--- config.mk ---
export PLATFORM = sky130hd
export DESIGN_NAME = sec_eeprom_cmd
export DESIGN_NICKNAME = d
export VERILOG_FILES = /design/src/sec_pkg.sv /design/src/sec_pin_if.sv /design/src/sec_eeprom_cmd.sv /design/src/sec_pin_sync.sv
export VERILOG_INCLUDE_DIRS = /design/src /design/src/src
export SDC_FILE = /design/constraint.sdc
export NUM_CORES = 1
export LEC_CHECK = 0
export BUFFER_PORTS_ARGS = -buffer_cell sky130_fd_sc_hd__buf_2
export CORE_ASPECT_RATIO = 0.5
export CORE_MARGIN = 10
export CORE_UTILIZATION = 55
export CTS_BUF_LIST = sky130_fd_sc_hd__clkbuf_4 sky130_fd_sc_hd__clkbuf_8 sky130_fd_sc_hd__clkbuf_16
export DETAILED_ROUTE_END_ITERATION = 7
export PLACE_DENSITY = 0.8
export SLEW_MARGIN = 5
export SYNTH_ARGS = -nofsm -noshare
export SYNTH_HDL_FRONTEND = slang
export SYNTH_SLANG_ARGS = --single-unit
--- constraint.sdc ---
create_clock -name clk -period 2.95 [get_ports clk]
set_clock_uncertainty 0.05 [all_clocks]
set_input_delay 0.7375 -clock clk [delete_from_list [all_inputs] [get_ports clk]]
set_output_delay 0.7375 -clock clk [all_outputs]
set_load 0.05 [all_outputs]
--- src/sec_defines.svh ---
// Constants of the serial EEPROM command front end
`ifndef SEC_DEFINES_SVH
`define SEC_DEFINES_SVH

// Opcodes
`define SEC_OP_SET_WEL 8'h06
`define SEC_OP_CLR_WEL 8'h04
`define SEC_OP_RD_STAT 8'h05
`define SEC_OP_WR_STAT 8'h01
`define SEC_OP_MEM_RD 8'h03
`define SEC_OP_MEM_WR 8'h02

// Status bit positions
`define SEC_ST_PPE 7
`define SEC_ST_IDS 6
`define SEC_ST_LOCK 4
`define SEC_ST_BP_LO 2
`define SEC_ST_BP_HI 3
`define SEC_ST_WEL 1
`define SEC_ST_BUSY 0

// Pin vector positions and reset value {wp_n, hold_n, cs_n, si, sck}
`define SEC_PIN_SCK 0
`define SEC_PIN_SI 1
`define SEC_PIN_CS 2
`define SEC_PIN_HOLD 3
`define SEC_PIN_WP 4
`define SEC_PIN_RST 5'h1C

// Serial bit counts
`define SEC_OPC_LAST 5'h07
`define SEC_ADDR_LAST 5'h1F
`define SEC_STAT_LAST 5'h0F

// Timing
`define SEC_CLK_HZ 20000000
`define SEC_T_WC_MS 5
`define SEC_WC_CYCLES (`SEC_T_WC_MS * (`SEC_CLK_HZ / 1000))

`endif

--- src/sec_pkg.sv ---
// Types of the serial EEPROM command front end
package sec_pkg;
    parameter int SEC_PIN_W = 5;

    typedef enum logic [2:0] {
        SEC_IDLE = 3'h0,
        SEC_OPC = 3'h1,
        SEC_ADDR = 3'h3,
        SEC_WDATA = 3'h2,
        SEC_RDATA = 3'h6,
        SEC_RSTAT = 3'h7,
        SEC_WSTAT = 3'h5,
        SEC_IGNORE = 3'h4
    } sec_state_e;

    typedef enum logic [2:0] {
        SEC_CMD_NONE = 3'h0,
        SEC_CMD_SETW = 3'h1,
        SEC_CMD_CLRW = 3'h2,
        SEC_CMD_RDS = 3'h3,
        SEC_CMD_WRS = 3'h4,
        SEC_CMD_RD = 3'h5,
        SEC_CMD_WR = 3'h6
    } sec_cmd_e;
endpackage

--- src/sec_pin_if.sv ---
// Synchronised pin levels and serial clock edges
`timescale 1ns/100ps
interface sec_pin_if;
    logic sck_rise;
    logic sck_fall;
    logic cs_n;
    logic cs_rise;
    logic cs_fall;
    logic si;
    logic hold_n;
    logic wp_n;
    modport src(output sck_rise, sck_fall, cs_n, cs_rise, cs_fall, si, hold_n, wp_n);
    modport dst(input sck_rise, sck_fall, cs_n, cs_rise, cs_fall, si, hold_n, wp_n);
endinterface

--- src/sec_eeprom_cmd.sv ---
// Serial EEPROM command front end: decode, status, hold, write cycle
`timescale 1ns/100ps
`include "sec_defines.svh"
module sec_eeprom_cmd
    import sec_pkg::*;
#(
    parameter int WC_CYCLES = `SEC_WC_CYCLES
) (
    // Clock and reset
    input wire logic clk,
    input wire logic arst_n,
    input wire logic clk_en,
    // Serial pins
    input wire logic sck,
    input wire logic cs_n,
    input wire logic si,
    input wire logic hold_n,
    input wire logic wp_n,
    output logic so_out,
    output logic so_oe,
    // Memory port
    output logic [16:0] mem_addr,
    output logic mem_id_sel,
    output logic [7:0] mem_wdata,
    output logic mem_wr_pulse,
    output logic mem_commit,
    input wire logic [7:0] mem_rdata,
    // Status
    output logic [7:0] status_out,
    output logic busy
);
    localparam int WCW = $clog2(WC_CYCLES + 1);

    generate
        if (WC_CYCLES < 2) begin : g_chk
            $error("WC_CYCLES must be at least 2");
        end
    endgenerate

    sec_pin_if pin();

    sec_pin_sync u_sync (
        .clk(clk),
        .arst_n(arst_n),
        .clk_en(clk_en),
        .pins_raw({wp_n, hold_n, cs_n, si, sck}),
        .pin(pin)
    );

    sec_state_e state_reg, state_next;
    sec_cmd_e cmd_reg, cmd_next;
    logic [4:0] bit_cnt_reg, bit_cnt_next;
    logic [23:0] sh_reg, sh_next;
    logic [2:0] out_cnt_reg, out_cnt_next;
    logic [7:0] out_sh_reg, out_sh_next;
    logic so_reg, so_next;
    logic done_reg, done_next;
    logic ppe_reg, ppe_next;
    logic ids_reg, ids_next;
    logic lock_reg, lock_next;
    logic [1:0] bp_reg, bp_next;
    logic wel_reg, wel_next;
    logic busy_reg, busy_next;
    logic [WCW-1:0] wc_cnt_reg, wc_cnt_next;
    logic [16:0] addr_reg, addr_next;
    logic [7:0] wdata_reg, wdata_next;
    logic wr_pulse_reg, wr_pulse_next;
    logic commit_reg, commit_next;
    logic [7:0] stat_data_reg, stat_data_next;
    logic [7:0] status;
    logic [7:0] opcode;
    logic [7:0] ld_byte;
    logic hw_prot;
    logic stat_commit;

    assign status = {ppe_reg, ids_reg, 1'b0, lock_reg, bp_reg, wel_reg, busy_reg};
    assign opcode = {sh_reg[6:0], pin.si};
    assign hw_prot = ~pin.wp_n & ppe_reg;
    assign ld_byte = (state_reg == SEC_RSTAT) ? status : mem_rdata;
    assign stat_commit = pin.cs_rise & (cmd_reg == SEC_CMD_WRS) & done_reg & ~busy_reg
        & wel_reg & ~hw_prot;

    always_comb begin
        state_next = state_reg;
        cmd_next = cmd_reg;
        bit_cnt_next = bit_cnt_reg;
        sh_next = sh_reg;
        out_cnt_next = out_cnt_reg;
        out_sh_next = out_sh_reg;
        so_next = so_reg;
        done_next = done_reg;
        ppe_next = ppe_reg;
        ids_next = ids_reg;
        lock_next = lock_reg;
        bp_next = bp_reg;
        wel_next = wel_reg;
        busy_next = busy_reg;
        wc_cnt_next = wc_cnt_reg;
        addr_next = addr_reg;
        wdata_next = wdata_reg;
        wr_pulse_next = 1'b0;
        commit_next = 1'b0;
        stat_data_next = stat_data_reg;

        // Self-timed write cycle
        if (busy_reg) begin
            if (wc_cnt_reg == WCW'(1)) begin
                busy_next = 1'b0;
                wel_next = 1'b0;
            end
            wc_cnt_next = wc_cnt_reg - WCW'(1);
        end

        // Byte address steps after each write, wrapping in the page
        if (wr_pulse_reg) begin
            addr_next[7:0] = addr_reg[7:0] + 8'h01;
        end

        if (pin.cs_fall) begin
            // Session opens; a fresh instruction follows
            state_next = SEC_OPC;
            cmd_next = SEC_CMD_NONE;
            bit_cnt_next = 5'h00;
            out_cnt_next = 3'h0;
            done_next = 1'b0;
        end else if (pin.cs_rise) begin
            // Effects land only on the closing edge, so aborted frames do nothing
            state_next = SEC_IDLE;
            if (done_reg && !busy_reg) begin
                case (cmd_reg)
                    SEC_CMD_SETW: wel_next = 1'b1;
                    SEC_CMD_CLRW: wel_next = 1'b0;
                    SEC_CMD_RD: ids_next = 1'b0;
                    SEC_CMD_WR: begin
                        commit_next = 1'b1;
                        ids_next = 1'b0;
                        busy_next = 1'b1;
                        wc_cnt_next = WCW'(WC_CYCLES);
                    end
                    default: ;
                endcase
            end
            if (stat_commit) begin
                ppe_next = stat_data_reg[`SEC_ST_PPE];
                bp_next = stat_data_reg[`SEC_ST_BP_HI:`SEC_ST_BP_LO];
                // Setting page select and lock together changes neither
                if (!(stat_data_reg[`SEC_ST_IDS] && stat_data_reg[`SEC_ST_LOCK])) begin
                    ids_next = stat_data_reg[`SEC_ST_IDS];
                    lock_next = lock_reg | stat_data_reg[`SEC_ST_LOCK];
                end
                busy_next = 1'b1;
                wc_cnt_next = WCW'(WC_CYCLES);
            end
        end else if (!pin.cs_n && pin.hold_n) begin
            if (pin.sck_rise) begin
                sh_next = {sh_reg[22:0], pin.si};
                bit_cnt_next = bit_cnt_reg + 5'h01;
                case (state_reg)
                    SEC_OPC: begin
                        if (bit_cnt_reg == `SEC_OPC_LAST) begin
                            state_next = SEC_IGNORE;
                            if (busy_reg && opcode != `SEC_OP_RD_STAT) begin
                                state_next = SEC_IGNORE;
                            end else begin
                                case (opcode)
                                    `SEC_OP_SET_WEL: begin
                                        cmd_next = SEC_CMD_SETW;
                                        done_next = 1'b1;
                                        state_next = SEC_IGNORE;
                                    end
                                    `SEC_OP_CLR_WEL: begin
                                        cmd_next = SEC_CMD_CLRW;
                                        done_next = 1'b1;
                                        state_next = SEC_IGNORE;
                                    end
                                    `SEC_OP_RD_STAT: begin
                                        cmd_next = SEC_CMD_RDS;
                                        state_next = SEC_RSTAT;
                                    end
                                    `SEC_OP_WR_STAT: begin
                                        cmd_next = SEC_CMD_WRS;
                                        state_next = SEC_WSTAT;
                                    end
                                    `SEC_OP_MEM_RD: begin
                                        cmd_next = SEC_CMD_RD;
                                        state_next = SEC_ADDR;
                                    end
                                    `SEC_OP_MEM_WR: begin
                                        cmd_next = SEC_CMD_WR;
                                        // Locked ID page or no latch: whole frame dropped
                                        if (wel_reg && !(ids_reg && lock_reg)) begin
                                            state_next = SEC_ADDR;
                                        end
                                    end
                                    default: state_next = SEC_IGNORE;
                                endcase
                            end
                        end
                    end
                    SEC_ADDR: begin
                        if (bit_cnt_reg == `SEC_ADDR_LAST) begin
                            addr_next = sh_next[16:0];
                            if (cmd_reg == SEC_CMD_RD) begin
                                done_next = 1'b1;
                                state_next = SEC_RDATA;
                            end else begin
                                state_next = SEC_WDATA;
                            end
                        end
                    end
                    SEC_WDATA: begin
                        if (bit_cnt_reg[2:0] == 3'h7) begin
                            wdata_next = sh_next[7:0];
                            wr_pulse_next = 1'b1;
                            done_next = 1'b1;
                        end
                    end
                    SEC_WSTAT: begin
                        if (bit_cnt_reg == `SEC_STAT_LAST) begin
                            stat_data_next = sh_next[7:0];
                            done_next = 1'b1;
                            state_next = SEC_IGNORE;
                        end
                    end
                    default: ;
                endcase
            end else if (pin.sck_fall && (state_reg == SEC_RDATA || state_reg == SEC_RSTAT)) begin
                if (out_cnt_reg == 3'h0) begin
                    so_next = ld_byte[7];
                    out_sh_next = {ld_byte[6:0], 1'b0};
                    out_cnt_next = 3'h7;
                    if (state_reg == SEC_RDATA) begin
                        if (ids_reg) begin
                            addr_next[7:0] = addr_reg[7:0] + 8'h01;
                        end else begin
                            addr_next = addr_reg + 17'h0_0001;
                        end
                    end
                end else begin
                    so_next = out_sh_reg[7];
                    out_sh_next = {out_sh_reg[6:0], 1'b0};
                    out_cnt_next = out_cnt_reg - 3'h1;
                end
            end
        end
    end

    always_ff @(posedge clk or negedge arst_n) begin
        if (!arst_n) begin
            state_reg <= SEC_IDLE;
            cmd_reg <= SEC_CMD_NONE;
            bit_cnt_reg <= 5'h00;
            sh_reg <= 24'h00_0000;
            out_cnt_reg <= 3'h0;
            out_sh_reg <= 8'h00;
            so_reg <= 1'b0;
            done_reg <= 1'b0;
            ppe_reg <= 1'b0;
            ids_reg <= 1'b0;
            lock_reg <= 1'b0;
            bp_reg <= 2'h0;
            wel_reg <= 1'b0;
            busy_reg <= 1'b0;
            wc_cnt_reg <= '0;
            addr_reg <= 17'h0_0000;
            wdata_reg <= 8'h00;
            wr_pulse_reg <= 1'b0;
            commit_reg <= 1'b0;
            stat_data_reg <= 8'h00;
        end else if (clk_en) begin
            state_reg <= state_next;
            cmd_reg <= cmd_next;
            bit_cnt_reg <= bit_cnt_next;
            sh_reg <= sh_next;
            out_cnt_reg <= out_cnt_next;
            out_sh_reg <= out_sh_next;
            so_reg <= so_next;
            done_reg <= done_next;
            ppe_reg <= ppe_next;
            ids_reg <= ids_next;
            lock_reg <= lock_next;
            bp_reg <= bp_next;
            wel_reg <= wel_next;
            busy_reg <= busy_next;
            wc_cnt_reg <= wc_cnt_next;
            addr_reg <= addr_next;
            wdata_reg <= wdata_next;
            wr_pulse_reg <= wr_pulse_next;
            commit_reg <= commit_next;
            stat_data_reg <= stat_data_next;
        end
    end

    // Output drives only in a read phase with chip select low and no pause
    assign so_oe = ~pin.cs_n & pin.hold_n
        & (state_reg == SEC_RDATA || state_reg == SEC_RSTAT);
    assign so_out = so_reg;
    assign mem_addr = addr_reg;
    assign mem_id_sel = ids_reg;
    assign mem_wdata = wdata_reg;
    assign mem_wr_pulse = wr_pulse_reg;
    assign mem_commit = commit_reg;
    assign status_out = status;
    assign busy = busy_reg;

    so_hiz_a: assert property (@(posedge clk) disable iff (!arst_n)
        pin.cs_n |-> !so_oe) else $error("Output driven with chip select high");

    so_fall_a: assert property (@(posedge clk) disable iff (!arst_n)
        $changed(so_reg) |-> $past(pin.sck_fall)) else $error("Output moved off a falling edge");

    rise_step_a: assert property (@(posedge clk) disable iff (!arst_n)
        (bit_cnt_reg != $past(bit_cnt_reg)) && !$past(pin.cs_fall) |-> $past(pin.sck_rise))
        else $error("Bit count moved without a rising edge");

    hold_freeze_a: assert property (@(posedge clk) disable iff (!arst_n)
        !pin.hold_n && !pin.cs_fall && !pin.cs_rise |=> $stable(bit_cnt_reg) && $stable(so_reg))
        else $error("Serial state moved during hold");

    busy_gate_a: assert property (@(posedge clk) disable iff (!arst_n)
        clk_en && busy_reg && state_reg == SEC_OPC && pin.sck_rise && pin.hold_n && !pin.cs_rise
        && bit_cnt_reg == `SEC_OPC_LAST |=> state_reg == SEC_IGNORE || state_reg == SEC_RSTAT)
        else $error("Instruction accepted while busy");

    wp_block_a: assert property (@(posedge clk) disable iff (!arst_n)
        pin.cs_rise && cmd_reg == SEC_CMD_WRS && !pin.wp_n && ppe_reg
        |=> $stable(status[7:2]) && !$rose(busy_reg)) else $error("Status written under pin protect");

    commit_busy_a: assert property (@(posedge clk) disable iff (!arst_n)
        mem_commit |-> busy_reg && wc_cnt_reg == WCW'(WC_CYCLES) && !ids_reg)
        else $error("Write cycle not started on commit");

    busy_end_a: assert property (@(posedge clk) disable iff (!arst_n)
        $fell(busy_reg) |-> $past(wc_cnt_reg) == WCW'(1) && !wel_reg)
        else $error("Write cycle ended early");

    lock_keep_a: assert property (@(posedge clk) disable iff (!arst_n)
        lock_reg |=> lock_reg) else $error("ID page lock released");

    bad_op_a: assert property (@(posedge clk) disable iff (!arst_n)
        state_reg == SEC_IGNORE && !pin.cs_fall |=> state_reg == SEC_IGNORE || state_reg == SEC_IDLE)
        else $error("Left ignore before chip select high");
endmodule

--- src/sec_pin_sync.sv ---
// Two-stage pin synchronisers and edge finders
`timescale 1ns/100ps
`include "sec_defines.svh"
module sec_pin_sync
    import sec_pkg::*;
(
    // Clock and reset
    input wire logic clk,
    input wire logic arst_n,
    input wire logic clk_en,
    // Raw pins
    input wire logic [SEC_PIN_W-1:0] pins_raw,
    // Clean view
    sec_pin_if.src pin
);
    logic [SEC_PIN_W-1:0] s1_reg, s2_reg, s3_reg;
    logic [SEC_PIN_W-1:0] s1_next, s2_next, s3_next;

    genvar gi;
    generate
        for (gi = 0; gi < SEC_PIN_W; gi++) begin : g_bit
            always_comb begin
                s1_next[gi] = pins_raw[gi];
                s2_next[gi] = s1_reg[gi];
                s3_next[gi] = s2_reg[gi];
            end
        end
    endgenerate

    always_ff @(posedge clk or negedge arst_n) begin
        if (!arst_n) begin
            s1_reg <= `SEC_PIN_RST;
            s2_reg <= `SEC_PIN_RST;
            s3_reg <= `SEC_PIN_RST;
        end else if (clk_en) begin
            s1_reg <= s1_next;
            s2_reg <= s2_next;
            s3_reg <= s3_next;
        end
    end

    // Edges seen between stages two and three only
    assign pin.sck_rise = s2_reg[`SEC_PIN_SCK] & ~s3_reg[`SEC_PIN_SCK];
    assign pin.sck_fall = ~s2_reg[`SEC_PIN_SCK] & s3_reg[`SEC_PIN_SCK];
    assign pin.cs_rise = s2_reg[`SEC_PIN_CS] & ~s3_reg[`SEC_PIN_CS];
    assign pin.cs_fall = ~s2_reg[`SEC_PIN_CS] & s3_reg[`SEC_PIN_CS];
    assign pin.cs_n = s2_reg[`SEC_PIN_CS];
    assign pin.si = s2_reg[`SEC_PIN_SI];
    assign pin.hold_n = s2_reg[`SEC_PIN_HOLD];
    assign pin.wp_n = s2_reg[`SEC_PIN_WP];
endmodule

# Yosys cells after proc, flatten, opt, wreduce, memory -nomap -nowiden
# Cells that the tools add are included.
# Widths: inputs -> output; s select.
# classes
eq_ne,39
mul,0
magnitude_cmp,0
shifts,0
n_addsub,5
n_div,0
n_mux,90
n_reduce_logical,40
bitwise_logic,24
# op_table
op,count
$mux 17,12
$mux 3,23
$mux 8,7
$mux 1,38
$eq 8x3->1 const B,3
$eq 3x3->1 const B,7
$ne 3x3->1 const B,7
$reduce_and 7->1,3
$mux 5,4
$pmux 3 s6,1
$add 17x1->17 const B,1
$eq 17x1->1 const B,1
$sub 17x1->17 const B,1
$eq 8x2->1 const B,2
$reduce_bool 2->1,8
$reduce_and 5->1,3
$and 1x1->1,12
$ne 4x4->1 const B,3
$pmux 3 s4,1
$reduce_and 12->1,1
$not 1->1,11
$reduce_and 10->1,1
$reduce_bool 5->1,2
$eq 3x2->1 const B,3
27 further kinds,43
# word_totals
wordCells,222
mem_bits_ro,0
input_bits,16
out_inout_bits,39
mem_count,0
reg_bits,112
mem_bits_rw,0
latchBits,0

# Logic depth before layout (Yosys ltp)
# Gate-level depths: netlist of the first run.
# logic_depth
word_depth,12
mapped_depth,10
ltp_nobuf,8

# Modules after synthesis
# From an unflattened synthesis of the first run, not the netlist that was laid out.
# unflattened
hier_cells,630
hier_area_um2,6003.3
# modules_own_cells
mod,n_inst,seq_area_each_um2,area_each_um2,cells_each
sec_eeprom_cmd,1,2377.3,5485.3,601
sec_pin_sync,1,309.0,518.0,29

# Least setup slack after synthesis of the first run
# No wires, ideal clock.
# synth_timing
path_kind,reg2reg
start,reg u_sync.s2_reg[2]
end,"reg wdata_reg[0], in the netlist mem_wdata[0]"
arrival_ps,2257
setup_ps,125
period_less_slack_ps,2432
required_time_ps,2775
n_path_buf,1
slack_ps,518
stages_incl_launch_ff,9
cell_sequence,dfstp_2 > inv_1 > ha_1 > buf_2 > nor4b_4 > nand2_4 > nor2_4 > nand4_2 > mux2_2
# synth_between
elab_chain_cells,4
word_cells_on_any_way,8
cone_classes,5 x bitwise; 3 x reduce/logical
# synth_rtl
element,line,rtl
"start, declared",sec_pin_sync.sv:16,"logic [SEC_PIN_W-1:0] s1_reg, s2_reg, s3_reg;"
"start signal, assigned",sec_pin_sync.sv:33,s2_reg <= `SEC_PIN_RST;
"start signal, assigned",sec_pin_sync.sv:37,s2_reg <= s2_next;
$not 1->1,sec_pin_sync.sv:46,assign pin.cs_fall = ~s2_reg[`SEC_PIN_CS] & s3_reg[`SEC_PIN_CS];
$and 1x1->1,sec_pin_sync.sv:46,
$not 1->1 (no source line),n/a,
$reduce_and 7->1 (no source line) (*),n/a,
"end signal, assigned",sec_eeprom_cmd.sv:287,wdata_reg <= wdata_next;
"end, declared",sec_eeprom_cmd.sv:66,"logic [7:0] wdata_reg, wdata_next;"
# Mark *: on every way between the ends. The rest lies on a longest branch, timed or not.
# A chain may end at the register's enable or synchronous reset.

# Worst setup path in the final report of the first run
# layout_timing
start,reg bit_cnt_reg[0]
end,"reg addr_reg[8], in the netlist mem_addr[8]"
# layout_between
elab_chain_cells,3
# layout_rtl
element,line,rtl
"start, declared",sec_eeprom_cmd.sv:52,"logic [4:0] bit_cnt_reg, bit_cnt_next;"
"start signal, assigned",sec_eeprom_cmd.sv:273,bit_cnt_reg <= bit_cnt_next;
$eq 5x5->1 (no source line),n/a,
$ne 2x1->1 (no source line),n/a,
$reduce_and 10->1 (no source line),n/a,
"end signal, assigned",sec_eeprom_cmd.sv:286,addr_reg <= addr_next;
"end, declared",sec_eeprom_cmd.sv:65,"logic [16:0] addr_reg, addr_next;"
# Every way passes these cells.

==> summary.txt, run 1 <==
Vias/cell = 6.09
Drt pass-1 iters = 5
Synth Area per Inst = 9.23 µm²
Async set or reset register ratio after synthesis = 1.00
Gr busiest metal = met2
Crit Reg-Reg Startpoint = bit_cnt_reg[0]$_DFFE_PN0P_
Net Sw Frac = 0.413
Total track usage = 0.190
Ant diodes = 0
Syn Std Cell Area = 0.00593 mm²
Hold_buf cts = 0
Top delay family on crit path = simple AND/OR/NAND/NOR gates
FILL cells = 841
Grt met3 use = 0.0535
HPWL Detailed = 10.3 mm
Hold Path Class = in -> async
Number of synthesis warnings = 0
Critical Path Max Stage Delay = 0.47 ns
Post-CTS Repair Setup Buffers = 0
Distinct cells, synth = 73
Ys flop type = dfrtp_1
Worst-margin pin slew = 0.675 ns
Crit start category = flip-flop
Crit path cell chain = ha_1 -> and3_1 -> ha_1 -> nand4b_1 -> nor2_4 -> o21ai_1 -> buf_4 -> o21ai_0 -> o21ai_0
Yosys reg bits = 107
Worst path required time = 3.13 ns
Power Density = 796 mW/mm²
First-pass GRT wire length = 24.6 mm
Dpl cell area = 0.00625 mm²
Mapped Cells = 642
Clk_lat worst skew = 0.35 ns
Worst r2r dst = mem_addr[8]$_DFFE_PN0P_
Io pins = 55
Clock Power Share = 0.222
Crit Path Max Fanout = 18
Layout area overhead = 10.3%
Relative slew slack = 0.547
Max-Cap Viols = 0
Ratio of cells with drive above 1 in the final layout = 0.185
H-tree depth = 3
P_sw = 2.15 mW
Slowest CP cell = nor2_4
Fin crit share = 0.875
Die width = 167 µm
Number of global-route vias before repair = 4878
Iter 0 DRT Violations = 436
Total leakage power = 3.08 nW
Routed WL = 14.7 mm
Sequential share of power = 0.433
Grt met1 use = 0.245
Internal Dissipation = 3.06 mW
Root buffer cell = clkbuf_16
Clk buf depth = 2
Core area = 0.0103 mm²
Initial antenna violation count = 0
Via count = 5008
Peak VDD IR = 0.000346 V
Vert. Die Dim = 93.4 µm
Worst Setup End Kind = flip-flop
Critical path class = reg -> reg
Outcome = completed
Die ar. = 0.0156 mm²
Reg2Reg Setup Slack = 0.37 ns
Clock sinks = 107
Count of final hold-check violations = 0
Tmin final = 2.58 ns
RD Place Congestion = 0.957
Clock-pin slew on the worst setup and hold paths = 0.07 ns
Synthesized Nets = 669
ANT nets after route = 0
Row cnt = 26
Cell area after layout = 0.00654 mm²
WL/cell = 17.8 µm
WP buf/inv = 1
Setup TNS Final = 0 ns
Number of clock buffers inserted by TritonCTS = 9
CTS tree = done
EDFF count, synth = 0
GR met2 Demand/Resource = 0.303
Drt drc = 0
Peak Freq = 387 MHz
Final Net Count = 705
Worst r2r path cells = 9
CP arrival = 2.76 ns
Largest net degree at the start of global routing = 57
# setup viols final = 0
Logic pwr share = 0.346
Seq/Total Area, Yosys = 0.453
Max-slew violations = 0
Port bufs = 53
Unrepaired setup endpoints after global routing = false
Starting Density = 0.573
Grt ovf = 0
==> Yosys cell counts (all sizes together) (3+ instances only) <==
cell type / count / area share
clkbuf: 18 / 0.011
nand2b: 3 / 0.0032
xnor2: 11 / 0.016
o21ai: 46 / 0.039
nand4b: 5 / 0.0074
mux2i: 6 / 0.010
a221oi: 4 / 0.0059
nor3b: 5 / 0.0063
nor3: 19 / 0.016
a31oi: 5 / 0.0053
nand2: 101 / 0.065
o221ai: 3 / 0.0044
a22oi: 4 / 0.0051
buf: 20 / 0.023
a21o: 3 / 0.0038
and3: 5 / 0.0053
nor4: 7 / 0.0074
xor2: 11 / 0.016
a21oi: 33 / 0.028
nand3: 18 / 0.015
a2111oi: 4 / 0.0070
or4: 4 / 0.0051
or2: 8 / 0.0084
a21boi: 3 / 0.0038
nand4: 9 / 0.013
inv: 26 / 0.016
dfrtp: 100 / 0.42
o31ai: 4 / 0.0051
mux2: 25 / 0.048
o22a: 4 / 0.0059
o31a: 5 / 0.0074
a22o: 3 / 0.0044
o21a: 7 / 0.0089
and2: 4 / 0.0042
ha: 11 / 0.023
nor2: 47 / 0.031
o22ai: 7 / 0.0074
nor2b: 5 / 0.0053
o41ai: 3 / 0.0044
dfstp: 7 / 0.031
==> power by group through the flow <==
stage               logic [mW]  registers (mW)  clock network (mW)
floorplan                 1.38            2.18                   0
global placement          1.73            2.25                   0
detailed placement        1.77            2.27                   0
CTS                       1.78            2.24                1.17
global route              2.00            2.31                1.23
finish                    1.80            2.25                1.15
==> layout by cell type (no fill, tap or decap), types with 5 or more instances in the layout <==
cell type | Yosys | routed
xnor2_1 | 11 | 11
nor2b_1 | 5 | 5
nand4b_1 | 5 | 5
o21a_1 | 7 | 7
o31a_1 | 5 | 5
clkbuf_16 | 0 | 9
xor2_1 | 11 | 11
nor3_1 | 19 | 19
nor4_1 | 7 | 7
or2_2 | 7 | 7
buf_2 | 9 | 52
nor2_1 | 45 | 45
buf_4 | 7 | 10
and3_1 | 5 | 5
o22ai_1 | 7 | 7
nand2_1 | 100 | 100
mux2i_1 | 6 | 6
nand4_1 | 7 | 7
o21ai_0 | 43 | 43
dfstp_2 | 7 | 7
nand3_1 | 18 | 18
inv_1 | 26 | 26
ha_1 | 11 | 11
a31oi_1 | 5 | 5
mux2_2 | 25 | 25
a21oi_1 | 33 | 33
nor3b_1 | 5 | 5
dfrtp_1 | 100 | 100
==> cell type report <==
type / instances / area (µm²) / share of cell area
clock inverters: 3 / 25.0 / 0.00383
clock buffers: 12 / 254 / 0.0389
inverters: 26 / 97.6 / 0.0149
multi-input cells: 471 / 2940 / 0.450
repair buffers: 63 / 355 / 0.0544
well taps: 140 / 175 / 0.0268
flip-flops and latches: 107 / 2690 / 0.411
==> metrics by stage <==
stage	power (mW)	hold WS (ns)	util	std cells	setup WS, ns
5_1_grt	5.53	0.207	0.632	822	0.182
3_3_place_gp	3.98	0.412	0.604	807	0.282
4_1_cts	5.19	0.203	0.631	822	0.234
2_1_floorplan	3.56	0.392	-	642	0.518
6_report	5.21	0.197	0.632	822	0.368
3_5_place_dp	4.03	0.415	0.604	807	0.240
==> cell families after synthesis <==
family | after synthesis | share of synthesized area
and+or+nand+nor | 252 | 0.213
AOI/OAI and AO/OA | 154 | 0.169
DFF | 107 | 0.453
buffers and inverters | 64 | 0.0507
muxes | 31 | 0.0576
xor gates and xnor gates | 22 | 0.0325
adders and majority gates | 11 | 0.0232
other | 1 | 0.000633
==> what timing repair did <==
| action | 4_1_cts | 5_1_grt |
|---|---|---|
| gates resized for setup | 0 | 1 |
| setup endpoints to repair | 0 | 3 |
| endpoints found under the hold margin | 0 | 0 |
==> how the worst max path moves through the flow <==
| stage | startpoint | endpoint | slack, ns | cells past startpoint |
|---|---|---|---|---|
| final | bit_cnt_reg[0]$_DFFE_PN0P_ | mem_addr[8]$_DFFE_PN0P_ | 0.37 | 9 |
| after detailed placement | bit_cnt_reg[0]$_DFFE_PN0P_ | mem_addr[8]$_DFFE_PN0P_ | 0.24 | 9 |
| after global placement | bit_cnt_reg[0]$_DFFE_PN0P_ | mem_addr[9]$_DFFE_PN0P_ | 0.28 | 9 |
| after CTS | bit_cnt_reg[0]$_DFFE_PN0P_ | mem_addr[8]$_DFFE_PN0P_ | 0.23 | 9 |
| after floorplan | u_sync.s2_reg[2]$_DFFE_PN1P_ | mem_wdata[0]$_DFFE_PN0P_ | 0.52 | 8 |
| after global routing | bit_cnt_reg[0]$_DFFE_PN0P_ | mem_addr[8]$_DFFE_PN0P_ | 0.18 | 9 |
==> layer usage <==
metal / vias up / part of all wire / routed length (µm)
met5: - / 0 / 0
met4: 0 / 0.021 / 313
met3: 34 / 0.067 / 978
met2: 189 / 0.45 / 6630
met1: 2430 / 0.46 / 6730
li1: 2355 / - / -
Power figures use the tool's default switching activity.
==> inputs of run 2 (changes only) <==
Settings changed: CORE_UTILIZATION 55 to 46, PLACE_DENSITY 0.8 to 0.69.
==> run 2 against run 1 <==
Design area is 1.1% higher. Largest power group unchanged. Highest routed layer unchanged. Via count shrank 2.9%. Count of clock-buffer cells in the layout decreased by 2.
==> summary.txt, run 2 (same netlist as run 1, synthesis figures left out) <==
Outcome = completed
Ant diodes = 0 (unchanged)
Clk_lat worst skew = 0.36 ns (about the same)
Clock-pin slew on the worst setup and hold paths = 0.08 ns (about the same)
Cell area after layout = 0.00661 mm² (+1.1%)
Crit Path Max Fanout = 18 (unchanged)
Total track usage = 0.159 (-0.0311)
First-pass GRT wire length = 24.0 mm (-2.3%)
Final Net Count = 706 (+0.14%)
Met2 WL = 6.62 mm (-0.11%)
Hold_buf cts = 0 (unchanged)
Number of clock buffers inserted by TritonCTS = 9 (unchanged)
Logic pwr share = 0.334 (-0.012)
Clock sinks = 107 (unchanged)
Peak VDD IR = 0.000376 V (+8.8%)
Layout area overhead = 11.6%
Routed WL = 14.3 mm (-2.1%)
Die ar. = 0.0181 mm² (+16%)
Setup TNS Final = 0 ns (unchanged)
Worst path required time = 3.13 ns (about the same)
Port bufs = 53 (unchanged)
Fin crit share = 0.892 (+0.0169)
M1 WL = 6.84 mm (+1.6%)
Row cnt = 29 (+12%)
Die width = 181 µm (+8.2%)
Relative slew slack = 0.446 (-0.100)
Drt pass-1 iters = 5 (unchanged)
Total leakage power = 3.09 nW (+0.55%)
Power Density = 797 mW/mm² (+0.13%)
Iter 0 DRT Violations = 487 (+12%)
Storage cell area = 0.00269 mm² (unchanged)
Sequential share of power = 0.428 (-0.005)
CP arrival = 2.82 ns (+0.06 ns)
Crit start category = flip-flop
WL/cell = 16.8 µm (-5.8%)
Met3 Routed Length = 705 µm (-28%)
# setup viols final = 0 (unchanged)
Final worst-path setup slack = 0.318 ns (-0.0498 ns)
ANT nets after route = 0 (unchanged)
P_sw = 2.14 mW (-0.32%)
Setup Slack @ Placement = 0.137 ns (-0.103 ns)
Tmin final = 2.63 ns (+0.0498 ns)
Drt drc = 0 (unchanged)
Number of global-route vias before repair = 4711 (-3.4%)
Max-Cap Viols = 0 (unchanged)
Count of final hold-check violations = 0 (unchanged)
Dpl cell area = 0.00630 mm² (+0.72%)
Ratio of cells with drive above 1 in the final layout = 0.187 (+0.00238)
Hold Path Class = in -> async
Worst Setup End Kind = flip-flop
Vert. Die Dim = 100 µm (+7.3%)
RD Place Congestion = 0.864 (-9.7%)
Core area = 0.0126 mm² (+22%)
Multi-input logic area = 0.00294 mm² (unchanged)
Initial antenna violation count = 0 (unchanged)
H-tree depth = 3 (unchanged)
FILL cells = 1168 (+39%)
Vias/cell = 5.70 (-6.5%)
Largest net degree at the start of global routing = 108 (+89%)
Clock Power Share = 0.238 (+0.016)
CTS tree = done
Net Sw Frac = 0.406 (-0.00651)
Most frequent cells in the layout = 100 x nand2_1, 100 x dfrtp_1, 52 x buf_2
Root buffer cell = clkbuf_16
Worst-margin pin slew = 0.825 ns (+0.150 ns)
Internal Dissipation = 3.13 mW (+2.4%)
Max-slew violations = 0 (unchanged)
HPWL Detailed = 10.2 mm (-0.88%)
Via count = 4864 (-2.9%)
Reg2Reg Setup Slack = 0.32 ns (-0.05 ns)
Grt ovf = 0 (unchanged)
Max layer used = met4
Io pins = 55 (unchanged)
Clk buf depth = 2 (unchanged)
Peak Freq = 380 MHz (-1.9%)
Total power = 5.27 mW (+1.3%)
Unrepaired setup endpoints after global routing = false
Starting Density = 0.469 (-0.104)
Critical path class = reg -> reg
Final Util = 0.524 (-0.108)
run 2: final timing paths:
check	from	cells after the start	to
max	bit_cnt_reg[1]$_DFFE_PN0P_	9	mem_addr[8]$_DFFE_PN0P_
min	arst_n	2	mem_addr[13]$_DFFE_PN0P_
max reg2reg	bit_cnt_reg[1]$_DFFE_PN0P_	9	mem_addr[8]$_DFFE_PN0P_
min reg2reg	out_sh_reg[1]$_DFFE_PN0P_	2	out_sh_reg[1]$_DFFE_PN0P_
max in group asynchronous	arst_n	2	so_out$_DFFE_PN0P_
min in group clk	out_sh_reg[1]$_DFFE_PN0P_	2	out_sh_reg[1]$_DFFE_PN0P_
run 2: layer usage:
| metal | vias to the layer above | track usage |
|---|---|---|
| met5 | - | 0 |
| met1 | 2383 | 0.209 |
| li1 | 2356 | - |
| met3 | 16 | 0.0388 |
| met2 | 109 | 0.256 |
| met4 | 0 | 0.0445 |
run 2: power by group through the flow:
stage,Combinational (mW),Clock (mW),Sequential [mW]
6_report,1.76,1.26,2.25
2_1_floorplan,1.38,0,2.18
5_1_grt,1.97,1.34,2.31
4_1_cts,1.77,1.29,2.24
3_5_place_dp,1.76,0,2.27
3_3_place_gp,1.73,0,2.25
run 2: through the flow:
step / instances / hold WS, ns
after floorplan: 642 / 0.392
after global placement: 838 / 0.409
after detailed placement: 838 / 0.416
after CTS: 854 / 0.412
after global routing: 854 / 0.416
final: 854 / 0.367
run 2: critical path: stages (launching register included):
cell	delay (ns)
dfrtp_1	0.41
ha_1	0.22
and3_1	0.21
ha_1	0.17
nand4b_1	0.31
nor2_4	0.46
o21ai_1	0.18
buf_4	0.22
o21ai_0	0.18
o21ai_0	0.11
run 2: final cells by class:
class                      instances  share of cell area
tap                              170              0.0322
timing repair buffer              64              0.0549
inverter                          26              0.0148
clock inverter                     6              0.0106
multi-input combinational        471               0.445
sequential                       107               0.406
clock buffer                      10              0.0361
run 2: repair_timing:
| item | in CTS | in global routing |
|---|---|---|
| gates resized for setup | 0 | 1 |
| endpoints found under the setup margin | 0 | 9 |
| buffers inserted | 0 | 0 |
| hold endpoints to repair | 0 | 0 |
